$ cat config.mk
export PLATFORM = sky130hd
export DESIGN_NAME = fan_tach_period_monitor
export DESIGN_NICKNAME = d
export VERILOG_FILES = /design/src/fan_mon_pkg.sv /design/src/tach_if.sv /design/src/tach_glitch_filter.sv /design/src/fan_tach_period_monitor.sv
export VERILOG_INCLUDE_DIRS = /design/src /design/src/src
export SDC_FILE = /design/constraint.sdc
export NUM_CORES = 1
export LEC_CHECK = 0
export BUFFER_PORTS_ARGS = -buffer_cell sky130_fd_sc_hd__buf_2
export CORE_MARGIN = 2
export CORE_UTILIZATION = 38
export DETAILED_ROUTE_END_ITERATION = 10
export PLACE_DENSITY = 0.66
export SLEW_MARGIN = 30
export SYNTH_ARGS = -nofsm -noshare
export SYNTH_HDL_FRONTEND = slang
export SYNTH_SLANG_ARGS = --single-unit
$ cat constraint.sdc
create_clock -name ref_clk -period 2 [get_ports ref_clk]
set_input_delay 0.1 -clock ref_clk [delete_from_list [all_inputs] [get_ports ref_clk]]
set_output_delay 0.1 -clock ref_clk [all_outputs]
set_load 0.005 [all_outputs]
$ cat src/fan_mon_map.svh
/*
 Register offsets, field positions, reset values and timing counts of the fan tach
 period monitor. Assumes a 20 MHz reference clock and a byte-addressed register bus.
*/
`ifndef FAN_MON_MAP_SVH
`define FAN_MON_MAP_SVH

// ----------------------------------------------------------------------------
// Register byte offsets
// ----------------------------------------------------------------------------
`define OFS_LIMIT 5'h00
`define OFS_READING 5'h04
`define OFS_CSR 5'h08
`define OFS_MASK 5'h0c

// ----------------------------------------------------------------------------
// Field positions and reset values
// ----------------------------------------------------------------------------
`define CSR_SEL_HI 6
`define CSR_SEL_LO 5
`define CSR_BYP 4
`define CSR_IE 3
`define CSR_OVF 2
`define CSR_OVTH 1
`define CSR_RDY 0
`define LIMIT_RST 8'hff
`define READING_RST 8'h00
`define SEL_RST 2'h1
`define MASK_RST 2'h3
`define COUNT_MAX 8'hff

// ----------------------------------------------------------------------------
// Timing
// ----------------------------------------------------------------------------
`define CLK_PERIOD_NS 50
`define RATE16_PERIOD_NS 62500
`define RATE16_CYCLES (`RATE16_PERIOD_NS / `CLK_PERIOD_NS)
`define FILT_PERIOD_NS 31250
`define FILT_CYCLES (`FILT_PERIOD_NS / `CLK_PERIOD_NS)
`define FILT_MIN_NS 750000
`define FILT_TICKS ((`FILT_MIN_NS + `FILT_PERIOD_NS - 1) / `FILT_PERIOD_NS)

`endif

$ cat src/fan_mon_pkg.sv
/*
 Types shared by the fan tach period monitor and its input filter.
 Assumes the constants of fan_mon_map.svh.
*/
package fan_mon_pkg;

    // ------------------------------------------------------------------------
    // Enumerations
    // ------------------------------------------------------------------------
    typedef enum logic [0:0] {
        PH_WAIT = 1'b0,
        PH_MEAS = 1'b1
    } phase_t;

    typedef enum logic [2:0] {
        SEL_LIMIT = 3'b000,
        SEL_READING = 3'b001,
        SEL_CSR = 3'b010,
        SEL_MASK = 3'b011,
        SEL_NONE = 3'b100
    } reg_sel_t;

    // ------------------------------------------------------------------------
    // State records
    // ------------------------------------------------------------------------
    typedef struct packed {
        logic [7:0] limit;
        logic [7:0] reading;
        logic [7:0] cnt;
        logic ovf;
        logic ovth;
        logic rdy;
        logic hold;
        logic [1:0] sel;
        logic byp;
        logic ie;
        logic [1:0] mask;
        phase_t phase;
        logic [15:0] pre;
        logic [2:0] div;
        logic ack;
        logic [7:0] rdata;
    } mon_state_t;

    typedef struct packed {
        logic [15:0] pre;
        logic [7:0] run;
        logic filt;
        logic lvl;
        logic rise;
    } filt_state_t;

endpackage

$ cat src/tach_if.sv
/*
 Carrier between the monitor and its tach input filter.
 Assumes both ends share ref_clk.
*/
`timescale 1ns/1ps
`default_nettype none
interface tach_if;
    logic raw;
    logic bypass;
    logic rise;
    modport filt (input raw, input bypass, output rise);
    modport mon (output raw, output bypass, input rise);
endinterface
`default_nettype wire

$ cat src/tach_glitch_filter.sv
/*
 Tach input glitch filter with bypass and rising edge detection.
 Assumes the raw tach input is already synchronous to ref_clk.
*/
`timescale 1ns/1ps
`default_nettype none
`include "fan_mon_map.svh"
module tach_glitch_filter #(
    parameter int FILT_DIV = `FILT_CYCLES,
    parameter int FILT_N = `FILT_TICKS
) (
    input wire logic ref_clk,
    input wire logic rst,
    tach_if.filt tach
);
    import fan_mon_pkg::*;

    filt_state_t st_q;
    filt_state_t st_d;
    logic tick;

    // ------------------------------------------------------------------------
    // Filter
    // ------------------------------------------------------------------------
    assign tick = (st_q.pre == 16'(FILT_DIV - 1));

    always_comb begin
        st_d = st_q;
        st_d.pre = tick ? 16'h0000 : st_q.pre + 16'h0001;
        // A level must hold through FILT_N consecutive filter ticks before it is adopted.
        if (tach.raw == st_q.filt) begin
            st_d.run = 8'h00;
        end else if (tick) begin
            if (st_q.run == 8'(FILT_N - 1)) begin
                st_d.filt = tach.raw;
                st_d.run = 8'h00;
            end else begin
                st_d.run = st_q.run + 8'h01;
            end
        end
        st_d.lvl = tach.bypass ? tach.raw : st_d.filt;
        st_d.rise = st_d.lvl & ~st_q.lvl;
    end

    always_ff @(posedge ref_clk) begin
        if (rst) begin
            st_q <= '0;
        end else begin
            st_q <= st_d;
        end
    end

    assign tach.rise = st_q.rise;
endmodule
`default_nettype wire

$ cat src/fan_tach_period_monitor.sv
/*
 Fan tach period monitor: counts selected-rate ticks between tach rising edges,
 captures the count, compares it with a limit and raises an interrupt.
 Assumes an Avalon-MM master with waitrequest and a synchronous tach input.
*/
`timescale 1ns/1ps
`default_nettype none
`include "fan_mon_map.svh"
module fan_tach_period_monitor #(
    parameter int RATE_DIV = `RATE16_CYCLES,
    parameter int FILT_DIV = `FILT_CYCLES
) (
    input wire logic ref_clk,
    input wire logic rst,
    input wire logic monitor_en,
    input wire logic tach_pulse_in,
    input wire logic [4:0] avs_address,
    input wire logic avs_read,
    input wire logic avs_write,
    input wire logic [31:0] avs_writedata,
    input wire logic [3:0] avs_byteenable,
    output logic [31:0] avs_readdata,
    output logic avs_waitrequest,
    output logic irq,
    output fan_mon_pkg::phase_t meas_phase
);
    import fan_mon_pkg::*;

    // ------------------------------------------------------------------------
    // Helpers
    // ------------------------------------------------------------------------
    function automatic reg_sel_t decode(input logic [4:0] addr);
        reg_sel_t sel;
        if (addr == `OFS_LIMIT) begin
            sel = SEL_LIMIT;
        end else if (addr == `OFS_READING) begin
            sel = SEL_READING;
        end else if (addr == `OFS_CSR) begin
            sel = SEL_CSR;
        end else if (addr == `OFS_MASK) begin
            sel = SEL_MASK;
        end else begin
            sel = SEL_NONE;
        end
        return sel;
    endfunction

    function automatic logic [2:0] rate_mask(input logic [1:0] sel);
        logic [2:0] m;
        case (sel)
            2'h0: m = 3'h0;
            2'h1: m = 3'h1;
            2'h2: m = 3'h3;
            default: m = 3'h7;
        endcase
        return m;
    endfunction

    mon_state_t st_q;
    mon_state_t st_d;
    tach_if tach ();

    logic acc;
    logic take_wr;
    logic take_rd;
    logic wr_lo;
    reg_sel_t sel_now;
    logic counting;
    logic rate_tick;
    logic edge_in;
    logic blocked;
    logic cap_now;
    logic [7:0] csr_view;

    // ------------------------------------------------------------------------
    // Tach input
    // ------------------------------------------------------------------------
    assign tach.raw = tach_pulse_in;
    assign tach.bypass = st_q.byp;

    tach_glitch_filter #(
        .FILT_DIV(FILT_DIV),
        .FILT_N(`FILT_TICKS)
    ) u_filter (
        .ref_clk(ref_clk),
        .rst(rst),
        .tach(tach)
    );

    // ------------------------------------------------------------------------
    // Bus decode
    // ------------------------------------------------------------------------
    // Every access takes two cycles so the read side effect and the write land
    // on the same edge that the master sees waitrequest low.
    assign acc = avs_read | avs_write;
    assign avs_waitrequest = acc & ~st_q.ack;
    assign sel_now = decode(avs_address);
    assign take_wr = avs_write & st_q.ack;
    assign take_rd = avs_read & st_q.ack;
    assign wr_lo = take_wr & avs_byteenable[0];
    assign csr_view = {1'b0, st_q.sel, st_q.byp, st_q.ie, st_q.ovf, st_q.ovth, st_q.rdy};

    // ------------------------------------------------------------------------
    // Measurement qualifiers
    // ------------------------------------------------------------------------
    assign counting = monitor_en && (st_q.phase == PH_MEAS) && !st_q.ovf;
    assign rate_tick = counting && (st_q.pre == 16'(RATE_DIV - 1))
        && ((st_q.div & rate_mask(st_q.sel)) == rate_mask(st_q.sel));
    assign edge_in = monitor_en && tach.rise;
    assign blocked = st_q.ovth | st_q.hold | st_q.ovf;
    assign cap_now = edge_in && (st_q.phase == PH_MEAS) && !blocked;

    // ------------------------------------------------------------------------
    // Next state
    // ------------------------------------------------------------------------
    always_comb begin
        st_d = st_q;
        st_d.ack = acc & ~st_q.ack;
        if (acc && !st_q.ack) begin
            if (sel_now == SEL_LIMIT) begin
                st_d.rdata = st_q.limit;
            end else if (sel_now == SEL_READING) begin
                st_d.rdata = cap_now ? st_q.cnt : st_q.reading;
            end else if (sel_now == SEL_CSR) begin
                st_d.rdata = csr_view;
            end else if (sel_now == SEL_MASK) begin
                st_d.rdata = {5'h00, st_q.mask, 1'b0};
            end else begin
                st_d.rdata = 8'h00;
            end
        end

        // Register writes; the flag clears come first so a set below wins.
        if (wr_lo && sel_now == SEL_LIMIT) begin
            st_d.limit = avs_writedata[7:0];
        end else if (wr_lo && sel_now == SEL_CSR) begin
            st_d.sel = avs_writedata[`CSR_SEL_HI:`CSR_SEL_LO];
            st_d.byp = avs_writedata[`CSR_BYP];
            st_d.ie = avs_writedata[`CSR_IE];
            if (avs_writedata[`CSR_OVF]) begin
                st_d.ovf = 1'b0;
            end
            if (avs_writedata[`CSR_OVTH]) begin
                st_d.ovth = 1'b0;
            end
        end else if (wr_lo && sel_now == SEL_MASK) begin
            st_d.mask = avs_writedata[2:1];
        end
        if (take_rd && sel_now == SEL_READING) begin
            st_d.rdy = 1'b0;
            st_d.hold = 1'b0;
        end

        // Prescaler to the selected rate.
        if (counting) begin
            if (st_q.pre == 16'(RATE_DIV - 1)) begin
                st_d.pre = 16'h0000;
                st_d.div = st_q.div + 3'h1;
            end else begin
                st_d.pre = st_q.pre + 16'h0001;
            end
        end
        if (rate_tick) begin
            if (st_q.cnt == `COUNT_MAX) begin
                st_d.ovf = 1'b1;
                st_d.reading = `READING_RST;
                st_d.rdy = 1'b0;
                st_d.cnt = 8'h00;
                st_d.phase = PH_WAIT;
            end else begin
                st_d.cnt = st_q.cnt + 8'h01;
            end
        end

        // An edge restarts the period; it wins over a tick in the same cycle.
        if (edge_in && st_q.phase == PH_WAIT && !st_q.ovf) begin
            st_d.phase = PH_MEAS;
            st_d.cnt = 8'h00;
            st_d.pre = 16'h0000;
            st_d.div = 3'h0;
        end else if (edge_in && st_q.phase == PH_MEAS) begin
            st_d.phase = PH_MEAS;
            st_d.cnt = 8'h00;
            st_d.pre = 16'h0000;
            st_d.div = 3'h0;
            st_d.ovf = st_q.ovf && !(wr_lo && sel_now == SEL_CSR && avs_writedata[`CSR_OVF]);
            if (cap_now) begin
                st_d.reading = st_q.cnt;
                st_d.rdy = 1'b1;
                if (st_q.cnt > st_q.limit) begin
                    st_d.ovth = 1'b1;
                    st_d.hold = 1'b1;
                end
            end
        end

        if (!monitor_en) begin
            st_d.cnt = 8'h00;
            st_d.reading = `READING_RST;
            st_d.rdy = 1'b0;
            st_d.hold = 1'b0;
            st_d.phase = PH_WAIT;
            st_d.pre = 16'h0000;
            st_d.div = 3'h0;
        end
    end

    // ------------------------------------------------------------------------
    // State register
    // ------------------------------------------------------------------------
    always_ff @(posedge ref_clk) begin
        if (rst) begin
            st_q <= '0;
            st_q.limit <= `LIMIT_RST;
            st_q.sel <= `SEL_RST;
            st_q.mask <= `MASK_RST;
            st_q.phase <= PH_WAIT;
        end else begin
            st_q <= st_d;
        end
    end

    // ------------------------------------------------------------------------
    // Outputs
    // ------------------------------------------------------------------------
    assign avs_readdata = {24'h000000, st_q.rdata};
    assign irq = st_q.ie
        && ((st_q.ovf && st_q.mask[1]) || (st_q.ovth && st_q.mask[0]));
    assign meas_phase = st_q.phase;
endmodule
`default_nettype wire

Yosys cells after proc, flatten, opt, wreduce, memory -nomap -nowiden
Cells that the tools add are included.
{"block": "classes", "addsub": 5, "mul": 0, "n_div": 0, "magnitude_cmp": 1, "n_eq_ne": 14, "shifts": 0, "muxes": 40, "bitwise_logic": 15, "reduce_logical": 37}
{"operator": "8-bit two-way mux", "n": 8}
{"operator": "20-bit two-way mux", "n": 3}
{"operator": "16-bit by 1-bit adder with 16-bit output, second input constant", "n": 2}
{"operator": "3-bit two-way mux", "n": 7}
{"operator": "1-bit logical AND", "n": 19}
{"operator": "19-bit two-way mux", "n": 1}
{"operator": "17-bit two-way mux", "n": 1}
{"operator": "8-bit by 1-bit adder with 8-bit output, second input constant", "n": 2}
{"operator": "16-bit by 10-bit == test with 1-bit output, second input constant", "n": 1}
{"operator": "16-bit by 11-bit == test with 1-bit output, second input constant", "n": 1}
{"operator": "16-bit two-way mux", "n": 1}
{"operator": "1-bit two-way mux", "n": 13}
{"operator": "5-bit by 4-bit == test with 1-bit output, second input constant", "n": 2}
{"operator": "3-bit case mux with 3 select lines", "n": 1}
{"operator": "8-bit by 5-bit == test with 1-bit output, second input constant", "n": 1}
{"operator": "8-bit == test, second input constant", "n": 1}
{"operator": "8-bit > comparator", "n": 1}
{"operator": "7-bit two-way mux", "n": 1}
{"operator": "3-bit by 2-bit == test with 1-bit output, second input constant", "n": 2}
{"operator": "2-bit two-way mux", "n": 3}
{"operator": "1-bit NOT", "n": 6}
{"operator": "2-bit AND reduction", "n": 3}
{"operator": "3-bit nonzero test", "n": 2}
{"operator": "2-bit OR reduction", "n": 3}
{"operator": "other kinds (18)", "n": 27}
{"block": "word_totals", "ff_bits": 90, "latch_bits": 0, "mem_bits_rw": 0, "romBits": 0, "inputBits": 47, "out_inout_bits": 35, "memories": 0}

Longest topological paths before layout
{"block": "depth", "depth_word": 14, "depth_mapped": 9}

Cells and area by module
From an unflattened synthesis, not the netlist that was laid out.
{"block": "hier_totals", "cells_unflattened": 553, "area_unflattened_um2": 4674.5}
{"mod": "fan_tach_period_monitor", "n_inst": 1, "cells_per_inst": 401, "area_each_um2": 3374.5, "seq_area_each_um2": 1261.2}
{"mod": "tach_glitch_filter", "n_inst": 1, "cells_per_inst": 152, "area_each_um2": 1300.0, "seq_area_each_um2": 540.5}

Worst setup path after synthesis
OpenSTA, ideal clock, no wires.
{"block": "synth_path", "path_kind": "flip-flop to flip-flop", "start": "reg st_q[21] (netlist bit)", "end": "reg st_q[44] (netlist bit)", "setup_time_ps": 70, "t_arrival_ps": 1847, "slack_ps": 84, "path_stages_with_launch": 6, "path_cell_list": "dfxtp_1 nand4bb_1 or4_4 nor4_2 or4b_1 a21oi_1"}
{"block": "synth_via", "elab_chain_cells": 3}
{"element": "start, declared", "line_no": "fan_tach_period_monitor.sv:59", "rtl": "mon_state_t st_q;"}
{"element": "start signal, assigned", "line_no": "fan_tach_period_monitor.sv:219", "rtl": "st_q <= st_d;"}
{"element": "16-bit by 11-bit == test with 1-bit output", "line_no": "fan_tach_period_monitor.sv:107", "rtl": "assign rate_tick = counting && (st_q.pre == 16'(RATE_DIV - 1))"}
{"element": "1-bit logical AND", "line_no": "fan_tach_period_monitor.sv:107"}
{"element": "1-bit logical AND", "line_no": "fan_tach_period_monitor.sv:108", "rtl": "&& ((st_q.div & rate_mask(st_q.sel)) == rate_mask(st_q.sel));"}
No other way between the ends.
A chain may end at the register's enable or synchronous reset.

Worst setup path after layout
Ends and elaborated chain as after synthesis.

==> metrics.txt <==
outcome complete, but fails checks; violated checks DRC; Max Clk Rate 510 MHz; Congestion Overflow GR 0; pre-CTS worst setup slack about 40 ps; total count of hold-check failures in the final report 0; latest clock arrival within the worst-skew pair 340 ps; netlist area before placement 4500 um^2; Port Buf Inserts 30; launch point of the worst hold path avs_read; hold slack roughly 53 ps; leading post-synthesis cells by cell area sky130_fd_sc_hd__dfxtp_1 40%, sky130_fd_sc_hd__nor2_1 7.0%, sky130_fd_sc_hd__buf_4 5.5%; number of cell instances on the worst register-to-register path 5; IR Drop Worst-Case VDD 341 uV; TritonCTS clock tree yes; crit-path max cell delay between 500 and 600 ps; number of nets in the layout slightly above 600; clock sink count 90; max-cap violation count 0; setup repair after global routing missed its margin true; compound-cell area share of the yosys netlist 0.113; number of synthesized register bits 90; largest driver fanout on the critical path 3; H-tree depth 3; FF-to-FF Start st_q[21]$_SDFFE_PP0P_; Placement Rows 39; total detailed-routing wirelength around 9700 um; largest family of logic cells by synthesized area simple AND/OR/NAND/NOR gates; wire length of the first global-routing pass 16600 um; critical path depth 5; mean number of vias per cell 5.13; width of the die 113 um; final setup skew approximately 11 ps; classification of the worst setup path flip-flop to flip-flop; average detailed-routed wire length per instance between 10 and 15 um; total core area between 10000 and 15000 um^2; total power divided by cell area 721 nW/um^2; fraction of final layout cells with drive strength greater than 1 0.166; average size of a mapped cell a little under 9 um^2; sequential-to-total area share from yosys stat 0.400; die area 12700 um^2; Syn Inst Count 515; clock slew seen by the registers of the worst setup and hold paths about 70 ps; GRT Overall Usage 0.158; biggest area consumer among synthesized cells sky130_fd_sc_hd__dfxtp_1; synthesis warning total 0; crit path cell chain nand4bb_4 > or4_4 > nor4_4 > or4b_1 > a21oi_1; initial antenna violation count 1; hold path cells 3; number of max-slew violations in the final report 0; proportion of synthesized area in mux cells 0.0489; Boundary Pins 82; simple-gate portion of the synthesized area 0.228; Bufs on Longest Clock Path 2; number of buffers inserted during clock tree synthesis 9; cell at the root of the clock tree sky130_fd_sc_hd__clkbuf_16; Final period util 0.981; number of global-route vias before repair 3545; worst endpoint required time 2260 ps; maximum number of pins on one net before global-route repair 31; Min-Delay Path Class input port to flip-flop; post-synthesis adder-cell area fraction 0.0417; data arrival time of the worst path between 2000 and 2500 ps; xor/xnor cell area share of the yosys netlist 0.0778; cell family with most CP delay simple AND/OR/NAND/NOR gates; Area Growth Syn to Fin 15.4%; placed instance area 4760 um^2; vertical die dimension between 100 and 150 um; Final Util 0.451; estimated wirelength of the detail-placed design 6950 um; count of nets left with antenna violations after detail routing 0; number of distinct library cells after synthesis 61; flip-flop cell with the highest count after synthesis sky130_fd_sc_hd__dfxtp_1; Tmin final 1960 ps; # setup viols final 0; worst-path cell with the longest stage delay sky130_fd_sc_hd__or4_4; number of DRC markers after the initial detailed-route iteration 182; Initial Util 0.391; drt drc 12; Setup WS post-layout 38.3 ps; fin area 5200 um^2; Critical Path Sink Type flip-flop; number of vias after detailed routing 3635; relative slew slack 0.596; 1st-pass router iterations 7; number of enable-type register cells in the synthesized netlist 0; Final Power 3.75 mW; startpoint kind of the worst setup timing path flip-flop; static leakage roughly 2.1 nW; Synth async-reset ratio 0; number of buffers and inverters on the critical path 0; critical path launch point st_q[21]$_SDFFE_PP0P_; RD Place Congestion 0.847; area share of the largest cell type after synthesis 0.400; actual slew at the worst max-slew pin 603 ps
-- worst reg2reg max path, cell delays in order, from the launching register on --
cell	delay [ps]
sky130_fd_sc_hd__dfxtp_1	320
sky130_fd_sc_hd__nand4bb_4	230
sky130_fd_sc_hd__or4_4	570
sky130_fd_sc_hd__nor4_4	160
sky130_fd_sc_hd__or4b_1	450
sky130_fd_sc_hd__a21oi_1	150
-- through the flow --
step	std cells	setup TNS, ps
2_1_floorplan	538	0
3_3_place_gp	684	0
3_5_place_dp	684	0
4_1_cts	708	0
5_1_grt	708	-174
6_report	709	0
-- cells by family after synthesis --
group                    Yosys count
AND/OR/NAND/NOR                  205
flip-flops                        90
AO/OA/AOI/OAI                     73
buffers and inverters             70
XOR/XNOR                          40
multiplexers                      21
adder cells (fa/ha/maj)           15
other                              1
-- layer usage --
metal  GRT usage  share of wire  wire (um)
met1       0.196           0.46       4480
met2       0.269           0.49       4760
met3      0.0241          0.033        323
met4      0.0724          0.019        189
met5           0              0          0
-- what timing repair did --
action / in CTS / in global routing
hold buffers: 8 / 0
resized for setup: 0 / 6
buffers inserted: 0 / 0
endpoints found under the hold margin: 9 / 0
endpoints found under the setup margin: 0 / 17
-- cell type report --
type	count	area [um^2]
Antenna cell	1	2.50
Clock buffer	10	239
Clock inverter	6	71.3
Fill cell	1125	6320
Inverter	21	78.8
Multi-Input combinational cell	378	2430
Sequential cell	90	1800
Tap cell	143	179
Timing Repair Buffer	60	395
-- cells in the final DEF (no fill, tap or decap), types with 9 or more instances in the layout --
cell,netlist,routed
sky130_fd_sc_hd__ha_1,15,15
sky130_fd_sc_hd__a211o_1,11,11
sky130_fd_sc_hd__nand4_1,14,14
sky130_fd_sc_hd__buf_2,2,30
sky130_fd_sc_hd__buf_4,33,22
sky130_fd_sc_hd__conb_1,1,24
sky130_fd_sc_hd__nand3_1,20,19
sky130_fd_sc_hd__mux2i_1,13,13
sky130_fd_sc_hd__nor3_1,14,14
sky130_fd_sc_hd__o21ai_0,12,12
sky130_fd_sc_hd__xor2_1,21,21
sky130_fd_sc_hd__dfxtp_1,90,90
sky130_fd_sc_hd__clkbuf_16,0,9
sky130_fd_sc_hd__inv_1,21,21
sky130_fd_sc_hd__nand2_1,25,25
sky130_fd_sc_hd__xnor2_1,19,19
sky130_fd_sc_hd__nor2_1,84,84
sky130_fd_sc_hd__a21oi_1,19,19
-- worst paths after layout --
path / slack (ps) / end
setup / recovery: 40 / st_q[44]$_SDFFE_PP0P_
hold / removal: 50 / st_q[8]$_SDFF_PP0_
setup reg to reg: 40 / st_q[44]$_SDFFE_PP0P_
hold reg to reg: 400 / u_filter.tach.rise$_SDFF_PP0_
-- cells in the mapped netlist, types with 2 or more instances --
cell type,instances
sky130_fd_sc_hd__dfxtp_1,90
sky130_fd_sc_hd__nor2_1,84
sky130_fd_sc_hd__buf_4,33
sky130_fd_sc_hd__nand2_1,25
sky130_fd_sc_hd__inv_1,21
sky130_fd_sc_hd__xor2_1,21
sky130_fd_sc_hd__nand3_1,20
sky130_fd_sc_hd__a21oi_1,19
sky130_fd_sc_hd__xnor2_1,19
sky130_fd_sc_hd__ha_1,15
sky130_fd_sc_hd__nand4_1,14
sky130_fd_sc_hd__nor3_1,14
sky130_fd_sc_hd__mux2i_1,13
sky130_fd_sc_hd__o21ai_0,12
sky130_fd_sc_hd__a211o_1,11
sky130_fd_sc_hd__clkbuf_1,11
sky130_fd_sc_hd__a22o_1,8
sky130_fd_sc_hd__mux2_2,8
sky130_fd_sc_hd__and3_1,7
sky130_fd_sc_hd__nand2b_1,5
sky130_fd_sc_hd__nor2b_1,5
sky130_fd_sc_hd__a211oi_1,3
sky130_fd_sc_hd__nor3b_1,3
sky130_fd_sc_hd__nor4_1,3
sky130_fd_sc_hd__nor4b_1,3
sky130_fd_sc_hd__or3_1,3
sky130_fd_sc_hd__a21o_1,2
sky130_fd_sc_hd__a221oi_1,2
sky130_fd_sc_hd__a22oi_1,2
sky130_fd_sc_hd__a31oi_1,2
sky130_fd_sc_hd__and2_1,2
sky130_fd_sc_hd__buf_2,2
sky130_fd_sc_hd__nor3_2,2
sky130_fd_sc_hd__o31ai_1,2
sky130_fd_sc_hd__or2_2,2
sky130_fd_sc_hd__or4_1,2
-- registers in the layout, indices dropped and copies added (netlist names) --
register / cells
csr_view: 6
meas_phase: 1
tach.bypass: 1
u_filter.st_q: 26
avs_readdata: 8
st_q: 47
u_filter.tach.rise: 1
-- power breakdown --
group	switching [mW]	internal, mW
clock network	0.725	1.02
registers	0.0133	1.81
logic	0.108	0.0751
(Power assumes the default switching activity.)
